File: src/alu_decode_defs.vh
/*
  opcodes and cycle counts for the accumulator
  arithmetic, logic, rotate and boolean groups.
  assumes: included by alu_bit_decode.v only, by bare name.
*/
`ifndef ALU_DECODE_DEFS_VH
`define ALU_DECODE_DEFS_VH

`define OP_ADD_DIR 8'h25
`define OP_ADD_IMM 8'h24
`define OP_ADD_REG 5'h05
`define OP_SUMC_DIR 8'h35
`define OP_SUMC_IMM 8'h34
`define OP_SUMC_REG 5'h07
`define OP_SUBC_DIR 8'h95
`define OP_SUBC_IMM 8'h94
`define OP_SUBC_REG 5'h13
`define OP_AND_DIR 8'h55
`define OP_AND_IMM 8'h54
`define OP_AND_REG 5'h0B
`define OP_AND_MA 8'h52
`define OP_AND_MI 8'h53
`define OP_OR_DIR 8'h45
`define OP_OR_IMM 8'h44
`define OP_OR_REG 5'h09
`define OP_OR_MA 8'h42
`define OP_OR_MI 8'h43
`define OP_XOR_DIR 8'h65
`define OP_XOR_IMM 8'h64
`define OP_XOR_REG 5'h0D
`define OP_XOR_MA 8'h62
`define OP_XOR_MI 8'h63
`define OP_ROL 8'h23
`define OP_ROLC 8'h33
`define OP_ROR 8'h03
`define OP_RORC 8'h13
`define OP_SWAP 8'hC4
`define OP_CAND 8'h82
`define OP_CANDN 8'hB0
`define OP_COR 8'h72
`define OP_CORN 8'hA0
`define OP_CMOV 8'hA2
`define OP_BMOV 8'h92

`define CYC_SWAP 3'h4
`define CYC_WB 3'h3
`define CYC_TWO 3'h2
`define CYC_ONE 3'h1

`endif

File: src/alu_bit_decode.v
/*
  decode and execute of accumulator add/sub, logic, rotate, nibble swap
  and carry-bit instructions of an 8-bit core.
  assumes: program memory answers a fetch request with code_valid;
  data memory read data is valid in the cycle mem_rd is high and held until the next read; register
  operands arrive from the core register file on reg_data.
*/
//Contract
//RULE1 - add without carry: reg 1B/1c, direct and immediate 2B/2c
//RULE2 - add with carry: reg 1c, direct and immediate 2B/2c
//RULE3 - subtract with borrow: reg 1c, direct and immediate 2B/2c
//RULE4 - and into accumulator: reg 1c, direct and immediate 2B/2c
//RULE5 - and into direct byte, from accumulator 2B or immediate 3B, 3c
//RULE6 - or into accumulator: reg 1c, direct and immediate 2B/2c
//RULE7 - or into direct byte, from accumulator 2B or immediate 3B, 3c
//RULE8 - xor into accumulator: reg 1c, direct and immediate 2B/2c
//RULE9 - xor into direct byte, from accumulator 2B or immediate 3B, 3c
//RULE10 - rotate left plain or through carry, 1B 1c
//RULE11 - rotate right plain or through carry, 1B 1c
//RULE12 - swap accumulator nibbles, 1B 4c
//RULE13 - carry becomes carry and direct bit, 2B 2c
//RULE14 - carry becomes carry and inverted direct bit, 2B 2c
//RULE15 - carry becomes carry or direct bit, 2B 2c
//RULE16 - carry becomes carry or inverted direct bit, 2B 2c
//RULE17 - direct bit copied into carry, 2B 2c
//RULE18 - carry written into direct bit, 2B 3c
//RULE19 - fetch all operand bytes, wait out cycle count before next fetch
`timescale 1ns/1ps
`default_nettype none
`include "alu_decode_defs.vh"

module alu_bit_decode #(
  parameter DW = 8
) (
  // clock and reset
  input wire core_clk,
  input wire rst_n,
  // program memory
  output wire code_req,
  input wire code_valid,
  input wire [7:0] code_byte,
  // register file operand
  input wire [DW-1:0] reg_data,
  // internal data memory
  output reg mem_rd,
  output reg mem_wr,
  output reg [7:0] mem_addr,
  output reg [DW-1:0] mem_wdata,
  input wire [DW-1:0] mem_rdata,
  // core state
  output reg [DW-1:0] acc_q,
  output reg carry_q,
  output reg busy,
  output reg insn_done,
  output reg illegal_op
);

  localparam S_OP = 3'd0;
  localparam S_B2 = 3'd1;
  localparam S_B3 = 3'd2;
  localparam S_EX = 3'd3;
  localparam S_WAIT = 3'd4;

  reg [2:0] state_q;
  reg [7:0] op_q;
  reg [7:0] b2_q;
  reg [7:0] b3_q;
  reg [2:0] cyc_q;
  reg [2:0] need_q;
  reg [1:0] len_q;

  // class of the opcode on code_byte
  reg [1:0] len_d;
  reg [2:0] need_d;
  reg known_d;
  always @* begin
    len_d = 2'd1;
    need_d = `CYC_ONE;
    known_d = 1'b1;
    case (code_byte)
      `OP_ADD_DIR, `OP_ADD_IMM, `OP_SUMC_DIR, `OP_SUMC_IMM,
      `OP_SUBC_DIR, `OP_SUBC_IMM, `OP_AND_DIR, `OP_AND_IMM,
      `OP_OR_DIR, `OP_OR_IMM, `OP_XOR_DIR, `OP_XOR_IMM,
      `OP_CAND, `OP_CANDN, `OP_COR, `OP_CORN, `OP_CMOV: begin
        len_d = 2'd2; //RULE19
        need_d = `CYC_TWO;
      end
      `OP_AND_MA, `OP_OR_MA, `OP_XOR_MA, `OP_BMOV: begin
        len_d = 2'd2;
        need_d = `CYC_WB;
      end
      `OP_AND_MI, `OP_OR_MI, `OP_XOR_MI: begin
        len_d = 2'd3;
        need_d = `CYC_WB;
      end
      `OP_SWAP: need_d = `CYC_SWAP; //RULE12
      `OP_ROL, `OP_ROLC, `OP_ROR, `OP_RORC: need_d = `CYC_ONE;
      default: begin
        case (code_byte[7:3])
          `OP_ADD_REG, `OP_SUMC_REG, `OP_SUBC_REG, `OP_AND_REG,
          `OP_OR_REG, `OP_XOR_REG: need_d = `CYC_ONE;
          default: known_d = 1'b0;
        endcase
      end
    endcase
  end

  // register, direct operand or immediate
  wire is_imm = (op_q[3:0] == 4'h4);
  wire is_reg = op_q[3];
  wire [DW-1:0] src = is_reg ? reg_data : (is_imm ? b2_q : mem_rdata);
  // bit address: 00-7F bytes 20-2F, 80-FF sfr byte with low bits cleared
  wire [7:0] bit_byte = b2_q[7] ? {b2_q[7:3], 3'h0} :
    {4'h2, b2_q[6:3]};
  wire dbit = mem_rdata[b2_q[2:0]];

  wire [DW:0] sum_add = {1'b0, acc_q} + {1'b0, src};
  wire [DW:0] sum_sum_with_carry_in = sum_add + {{DW{1'b0}}, carry_q};
  wire [DW:0] dif_subtract_borrow = {1'b0, acc_q} - {1'b0, src} -
    {{DW{1'b0}}, carry_q};

  assign code_req = (state_q == S_OP) || (state_q == S_B2) ||
    (state_q == S_B3);

  always @(posedge core_clk) begin
    if (!rst_n) begin
      state_q <= S_OP;
      op_q <= 8'h00;
      b2_q <= 8'h00;
      b3_q <= 8'h00;
      cyc_q <= 3'h0;
      need_q <= 3'h0;
      len_q <= 2'd0;
      acc_q <= {DW{1'b0}};
      carry_q <= 1'b0;
      busy <= 1'b0;
      insn_done <= 1'b0;
      illegal_op <= 1'b0;
      mem_rd <= 1'b0;
      mem_wr <= 1'b0;
      mem_addr <= 8'h00;
      mem_wdata <= {DW{1'b0}};
    end else begin
      insn_done <= 1'b0;
      mem_rd <= 1'b0;
      mem_wr <= 1'b0;
      illegal_op <= 1'b0;
      if (state_q != S_OP)
        cyc_q <= cyc_q + 3'h1;
      case (state_q)
        S_OP: if (code_valid) begin
          op_q <= code_byte;
          busy <= 1'b1;
          cyc_q <= 3'h1;
          need_q <= need_d;
          len_q <= len_d;
          illegal_op <= ~known_d;
          if (!known_d) begin
            busy <= 1'b0;
          end else if (len_d == 2'd1) begin
            state_q <= S_EX;
          end else begin
            state_q <= S_B2;
          end
        end
        S_B2: if (code_valid) begin
          b2_q <= code_byte; //RULE19
          mem_addr <= (op_q[3:0] == 4'h2 || op_q[3:0] == 4'h0) ?
            ((op_q == `OP_AND_MA || op_q == `OP_OR_MA ||
            op_q == `OP_XOR_MA) ? code_byte :
            (code_byte[7] ? {code_byte[7:3], 3'h0} :
            {4'h2, code_byte[6:3]})) : code_byte;
          mem_rd <= (op_q[3:0] != 4'h4);
          state_q <= (len_q == 2'd3) ? S_B3 : S_EX;
        end
        S_B3: if (code_valid) begin
          b3_q <= code_byte;
          state_q <= S_EX;
        end
        S_EX: begin
          state_q <= S_WAIT;
          case (op_q)
            `OP_ROL: acc_q <= {acc_q[DW-2:0], acc_q[DW-1]}; //RULE10
            `OP_ROLC: begin
              acc_q <= {acc_q[DW-2:0], carry_q}; //RULE10
              carry_q <= acc_q[DW-1];
            end
            `OP_ROR: acc_q <= {acc_q[0], acc_q[DW-1:1]}; //RULE11
            `OP_RORC: begin
              acc_q <= {carry_q, acc_q[DW-1:1]}; //RULE11
              carry_q <= acc_q[0];
            end
            // swap lands at the last cycle so acc only moves with done
            `OP_SWAP: acc_q <= acc_q; //RULE12
            `OP_CAND: carry_q <= carry_q & dbit; //RULE13
            `OP_CANDN: carry_q <= carry_q & ~dbit; //RULE14
            `OP_COR: carry_q <= carry_q | dbit; //RULE15
            `OP_CORN: carry_q <= carry_q | ~dbit; //RULE16
            `OP_CMOV: carry_q <= dbit; //RULE17
            `OP_BMOV: begin
              mem_wr <= 1'b1; //RULE18
              mem_addr <= bit_byte;
              mem_wdata <= mem_rdata;
              mem_wdata[b2_q[2:0]] <= carry_q;
            end
            `OP_AND_MA: begin
              mem_wr <= 1'b1; //RULE5
              mem_wdata <= mem_rdata & acc_q;
            end
            `OP_AND_MI: begin
              mem_wr <= 1'b1; //RULE5
              mem_wdata <= mem_rdata & b3_q;
            end
            `OP_OR_MA: begin
              mem_wr <= 1'b1; //RULE7
              mem_wdata <= mem_rdata | acc_q;
            end
            `OP_OR_MI: begin
              mem_wr <= 1'b1; //RULE7
              mem_wdata <= mem_rdata | b3_q;
            end
            `OP_XOR_MA: begin
              mem_wr <= 1'b1; //RULE9
              mem_wdata <= mem_rdata ^ acc_q;
            end
            `OP_XOR_MI: begin
              mem_wr <= 1'b1; //RULE9
              mem_wdata <= mem_rdata ^ b3_q;
            end
            default: begin
              case (op_q[7:4])
                4'h2: begin
                  acc_q <= sum_add[DW-1:0]; //RULE1
                  carry_q <= sum_add[DW];
                end
                4'h3: begin
                  acc_q <= sum_sum_with_carry_in[DW-1:0]; //RULE2
                  carry_q <= sum_sum_with_carry_in[DW];
                end
                4'h9: begin
                  acc_q <= dif_subtract_borrow[DW-1:0]; //RULE3
                  carry_q <= dif_subtract_borrow[DW];
                end
                4'h5: acc_q <= acc_q & src; //RULE4
                4'h4: acc_q <= acc_q | src; //RULE6
                4'h6: acc_q <= acc_q ^ src; //RULE8
                default: acc_q <= acc_q;
              endcase
            end
          endcase
          if (cyc_q >= need_q) begin
            state_q <= S_OP;
            busy <= 1'b0;
            insn_done <= 1'b1;
          end
        end
        S_WAIT: if (cyc_q >= need_q) begin
          state_q <= S_OP; //RULE19
          if (op_q == `OP_SWAP)
            acc_q <= {acc_q[3:0], acc_q[7:4]}; //RULE12
          busy <= 1'b0;
          insn_done <= 1'b1;
        end
        default: state_q <= S_OP;
      endcase
    end
  end

endmodule
`default_nettype wire

File: config.mk
export PLATFORM = sky130hd
export DESIGN_NAME = alu_bit_decode
export DESIGN_NICKNAME = d
export VERILOG_FILES = /design/src/alu_bit_decode.v
export VERILOG_INCLUDE_DIRS = /design/src
export SDC_FILE = /design/constraint.sdc
export NUM_CORES = 1
export LEC_CHECK = 0
export BUFFER_PORTS_ARGS = -buffer_cell sky130_fd_sc_hd__buf_4
export CORE_MARGIN = 3
export CORE_UTILIZATION = 50
export DETAILED_ROUTE_END_ITERATION = 7
export HOLD_SLACK_MARGIN = 0.06
export MAX_ROUTING_LAYER = met4
export PLACE_DENSITY = 0.73
export SETUP_SLACK_MARGIN = 0.4
export SYNTH_ARGS = -nofsm -noshare
export SYNTH_HDL_FRONTEND = slang
export SYNTH_SLANG_ARGS = --single-unit
File: constraint.sdc
create_clock -name core_clk -period 4.12 [get_ports core_clk]
set_input_delay 0.412 -clock core_clk [delete_from_list [all_inputs] [get_ports core_clk]]
set_output_delay 0.412 -clock core_clk [all_outputs]
set_load 0.05 [all_outputs]
# Yosys cells after proc, flatten, opt, wreduce, memory -nomap -nowiden
# Index checks and enable logic that the tools add are counted.
[totals]
register_bits = 65
inputBits = 27
output_inout_bits = 31
elab_cells = 198
[op_classes]
add_sub_neg = 5
magnitude_cmp = 3
eq_ne = 77
mux = 44
bitwise_logic = 16
n_reduce_logical = 37
[op_table]
columns = ["op", "count"]
rows = [
  ["$eq A8 B7 Y1 const B", 20],
  ["$eq A8 B8 Y1 const B", 14],
  ["$mux W8", 10],
  ["$eq A8 B6 Y1 const B", 8],
  ["$pmux W8 S7", 1],
  ["$pmux W8 S6", 1],
  ["$pmux W8 S5", 1],
  ["$pmux W8 S2", 2],
  ["$reduce_or A29 Y1", 1],
  ["$mux W3", 9],
  ["$and A8 B8 Y8", 3],
  ["$or A8 B8 Y8", 3],
  ["$xor A8 B8 Y8", 3],
  ["$reduce_or A21 Y1", 1],
  ["$reduce_or A17 Y1", 1],
  ["$eq A4 B3 Y1 const B", 4],
  ["$eq A8 B2 Y1 const B", 2],
  ["$eq A8 B5 Y1 const B", 2],
  ["$eq A5 B4 Y1 const B", 3],
  ["$pmux W3 S5", 1],
  ["$reduce_and A3 Y1", 5],
  ["$ne A2 B2 Y1 const B", 7],
  ["$reduce_or A7 Y1", 2],
  ["$reduce_or A13 Y1", 1],
  ["47 further kinds", 77],
]

# Logic depth before layout (Yosys ltp)
[depth]
depth_word = 8
mapped_depth = 17
depth_no_buf = 15

# Worst setup path before layout
# OpenSTA, ideal clock, no wires.
[synth_path]
kind = "register -> register"
from = "register op_q[0]"
to = "register acc_q[7]"
setup_ns = 0.122
arrival_time_ns = 3.355
t_required_ns = 3.998
setup_slack_ns = 0.644
path_stages_with_launch = 16
path_buffers = 2
period_less_slack_ns = 3.476
cell_sequence = "dfxtp_1 clkbuf_1 nor3b_1 buf_2 mux2i_1 o21ai_1 ha_1 inv_1 fa_1 nor3_1 nor3_1 o31ai_1 xnor2_1 a21o_1 a21oi_1 o311a_1"
[synth_between]
elab_chain_cells = 8
elab_cells_between_ends = 35
cone_classes = "add/sub: 4; eq/ne: 21; mux: 5; bitwise: 3; reduce/logical: 2"
[synth_rtl]
columns = ["item", "line_no", "source"]
rows = [
  ["start, declared", "alu_bit_decode.v:65", "reg [7:0] op_q;"],
  ["start signal, assigned", "alu_bit_decode.v:152", "op_q <= code_byte;"],
  ["$eq A4 B3 Y1", "alu_bit_decode.v:109", "wire is_imm = (op_q[3:0] == 4'h4);"],
  ["$mux W8 (2 in a row)", "alu_bit_decode.v:111", "wire [DW-1:0] src = is_reg ? reg_data : (is_imm ? b2_q : mem_rdata);"],
  ["$sub A8 B8 Y9 or $add A8 B8 Y9 (tied branches)", "alu_bit_decode.v:119, alu_bit_decode.v:117", ""],
  ["$sub A9 B1 Y9 or $add A9 B1 Y9 (tied branches)", "alu_bit_decode.v:119, alu_bit_decode.v:118", ""],
  ["$pmux W8 S6", "alu_bit_decode.v:231", "case (op_q[7:4])"],
  ["$pmux W8 S5", "alu_bit_decode.v:182", "case (op_q)"],
  ["$pmux W8 S2", "alu_bit_decode.v:150", "case (state_q)"],
  ["end signal, assigned", "alu_bit_decode.v:183", "`OP_ROL: acc_q <= {acc_q[DW-2:0], acc_q[DW-1]};"],
  ["end signal, assigned", "alu_bit_decode.v:185", "acc_q <= {acc_q[DW-2:0], carry_q};"],
  ["end signal, assigned", "alu_bit_decode.v:233", "acc_q <= sum_add[DW-1:0];"],
  ["end, declared", "alu_bit_decode.v:51", "output reg [DW-1:0] acc_q,"],
]
# Several ways; a longest one is shown, not always the timed one.
# A chain may end at the register's enable or synchronous reset.

# Final worst setup path
[layout_path]
from = "register op_q[2]"
to = "register acc_q[7]"
# The elaborated chain is that of the path after synthesis.

==> run summary <==
After clock tree synthesis, the clock-pin slew on the worst setup and hold paths is 0.06 ns. The distinct cell type count after synthesis came out at 75. The number of nets handed over by synthesis was 844. The footprint of the flip-flops and latches was 0.00130 mm2. The power per cell area came out at 314 mW/mm2. The count of buffers added on input and output ports is 57. The fraction of registers with async set/reset is 0, and the met2 track demand over resource in global routing is 0.461.

The fraction of layout cells with a size suffix above 1 is 0.149. The pre-antenna-repair detailed-routing pass consisted of 5 iterations. The placement row count is 38, and the slew at the pin with the worst max-slew slack is 0.960 ns. The cell count of the worst reg-to-reg path was 12. The count of buffers added by post-CTS timing repair for setup was 0. Of all nets on the critical path, the largest fanout is 10.

In this run the count of I/O pins placed on the die edge is 58. Total detailed-routing wirelength: 19,700 um. For the final routed database, the setup TNS stands at 0 ns. Measured along the y axis, the die boundary spans 114 um. The number of global-route vias before repair was 5,782. The total number of clock tree sinks was 65; the number of buffers inserted for hold repair after clock tree synthesis was 0. After synthesis, the mean cell area works out to 7.47 um2. Critical setup path kind: reg2reg. The repair_antennas step left the layout with diodes totalling 0.

The net total in the final layout was 874. The type of element launching the critical path was a register. Walking the worst path, the cells encountered are nor3b_1 > buf_4 > mux2i_1 > o21ai_1 > ha_2 > and3b_1 > or4_4 > a22oi_4 > and3_1 > a21o_1 > a21oi_1 > o311a_1. The run gives 0.606 as the utilization after layout. The tools report the root buffer selected by CTS as clkbuf_16. The tools report the global-route usage over all layers as 0.313. The die is 114 um wide.

The logs give 0.0111 mm2 for the area of the core region and 0 for the total count of hold-check failures in the final report. Number of gates given a new drive strength after cts: 1. The run gives 0.0130 mm2 as the die footprint.

The multi-input combinational cells in the finished layout cover a total of 0.00418 mm2. TritonCTS built the clock tree. The met1 global-route usage is 0.422, and the TritonCTS buffer count is 9.

The maximum count of clock buffers along a single path was 2; the final clock skew was 0.0113 ns. For the routing usage on met3, the log shows 0.0663. STA classifies the critical path endpoint as a register. Setup violations remaining at the end of the flow were counted as 0.

Sum of internal, switching and leakage power: 2110 uW. The tool flagged a number of max-cap violations equal to 0. The flow ran to the end, and the final reports show no timing, DRC or antenna violations. The run gives 0.34 ns as the clock latency at the later pin of the worst-skew pair. Setup repair after global routing could not meet its margin everywhere. The layout overhead on the synthesized area came out at 15.4%. The most used flip-flop cell after synthesis is dfxtp_1.

The tools report the peak clock frequency supported by timing as 0.278 GHz. Maximum number of pins on one net before global-route repair: 52. The starting utilization of the core area is 0.525. Detailed placement finished with a half-perimeter wire length of 14,500 um. The share of Yosys cell area claimed by the top area cell type was 0.224.

Among all stages on the critical path, the largest delay is contributed by or4_4. Global routing finished with a remaining overflow of 0. The tools report the minimum setup slack among reg-to-reg paths as 0.53 ns. The smallest clock period supported by the final layout is computed as 3.59 ns. By area the synthesized netlist is led by dfxtp_1 (22%), mux2i_1 (8.3%), ha_1 (7.7%), nand2_1 (5.9%), a21oi_1 (5.9%). Most used routing layer: met2.

The normalized max-slew margin was 0.358; the number of synthesized register bits was 65. The run gives 4.35 ns as the required time reported for the critical path endpoint. The number of synthesized flops with an enable pin came out at 0. The routed layout has 6,168 vias. After detailed routing, the average wire length per cell comes to 20.7 um. Class of the tightest hold or removal check: in2reg.

After detailed routing, the number of vias per cell comes to 6.47. The Yosys step of the flow raised 0 warnings. Synthesis produced a netlist whose cell count is 779. The number of antenna violations at the first check in global routing was 0. Final hold analysis gives a worst-case slack of 0.373 ns. In this run the remaining antenna-violating nets after routing total 0.

The cell type with the highest aggregate area in the netlist was dfxtp_1. The maximum single-stage delay on the critical path came out at 0.52 ns. The total DRC errors in the routed layout is 0. The final clock period utilization by the worst path is 0.872.

Area of the mapped netlist: 0.00582 mm2. The sequential fraction of the synthesis area was 0.224; the cell depth of the worst min-delay path was 3. Standby leakage power: 0.00263 uW. The largest vdd supply drop is 324 uV.

The tools report the global placement routability congestion as 0.993. Data on the critical path arrives at its endpoint at 3.82 ns. In this run, the number of DRC markers left after iteration 0 of detailed routing was 592. The total number of H-tree levels is 3, and the max-slew violation total from the final report is 0. The number of filler instances in the final layout was 998. The first global-routing pass estimated 31,400 um of wire.
state kept, by name (all words and copies together) (netlist names), 2 cells and up:
signal and count:
mem_wdata 8, mem_addr 8, state_q 3, op_q 8, b3_q 8, b2_q 8
acc_q 8, need_q 3, cyc_q 3, len_q 2
cell usage after synthesis (5+ instances only):
| library cell | n |
|---|---|
| nand2_1 | 91 |
| a21oi_1 | 68 |
| dfxtp_1 | 65 |
| nor2_1 | 54 |
| clkbuf_1 | 50 |
| mux2i_1 | 48 |
| ha_1 | 36 |
| o21ai_0 | 36 |
| inv_1 | 34 |
| o21ai_1 | 26 |
| nor2b_1 | 18 |
| nand3_1 | 17 |
| o211ai_1 | 17 |
| xnor2_1 | 17 |
| nor3_1 | 14 |
| a22oi_1 | 9 |
| a2111oi_0 | 8 |
| and3_1 | 8 |
| nand3b_1 | 8 |
| nor3b_1 | 8 |
| a211o_1 | 7 |
| inv_2 | 7 |
| o22ai_1 | 7 |
| a31oi_1 | 6 |
| buf_2 | 6 |
| nand2b_1 | 6 |
| o21a_1 | 6 |
| xor2_1 | 6 |
| and2_1 | 5 |
| nor4_1 | 5 |
| o31ai_1 | 5 |
layer usage:
layer	part of all wire	wire (um)
met1	0.43	8510
met2	0.45	8820
met3	0.086	1700
met4	0.035	683
met5	0	0
stage by stage:
stage,setup slack [ns],cells,instance area (um2)
final,0.529,953,6710
after global routing,0.392,953,6710
after CTS,0.476,953,6670
after detailed placement,0.405,938,6350
after global placement,0.444,938,6350
after floorplan,0.644,779,5820
layout by cell type (no fill, tap or decap), drive strengths merged, types with 7 or more instances in the layout:
| master | count |
|---|---|
| a2111oi | 8 |
| a211o | 7 |
| a21oi | 68 |
| a22oi | 10 |
| and3 | 8 |
| buf | 79 |
| clkbuf | 10 |
| dfxtp | 65 |
| ha | 36 |
| inv | 41 |
| mux2i | 48 |
| nand2 | 91 |
| nand3 | 19 |
| nand3b | 8 |
| nor2 | 54 |
| nor2b | 18 |
| nor3 | 14 |
| nor3b | 9 |
| o211ai | 17 |
| o21ai | 62 |
| o22ai | 8 |
| xnor2 | 17 |
cell families after synthesis:
logic type	synth area share
xor+xnor	0.0346
flops	0.224
buf+inv	0.0671
simple gates	0.232
compound gates	0.260
fa+ha+maj	0.0861
mux	0.0962
worst max-delay path: cells and delay by family (launching register included):
family / cells / cell delay [ns]
muxes: 1 / 0.20
AOI/OAI and AO/OA: 5 / 0.92
DFF: 1 / 0.38
buffers and inverters: 1 / 0.23
and+or+nand+nor: 4 / 1.24
adders and majority gates: 1 / 0.50
layout make-up:
cell class	count	area share
multi-input combinational	613	0.622
sequential	65	0.194
timing repair buffer	79	0.0884
clock buffer	10	0.0341
tap	140	0.0261
inverter	41	0.0229
clock inverter	5	0.0121
power breakdown:
group          switching (uW)  total (uW)  leakage, uW  internal [uW]
Clock                     289         815     0.000149            526
Sequential               40.6         695     0.000528            655
Combinational             365         599      0.00196            233
path summary, 6_finish.rpt:
kind	from	endpoint
worst max-delay path	op_q[2]	acc_q[7]
worst min-delay path	code_byte[4]	b2_q[4]
worst max register to register	op_q[2]	acc_q[7]
worst min register to register	mem_addr[3]	mem_addr[3]
No activity file was read; power rests on OpenSTA's default activity.
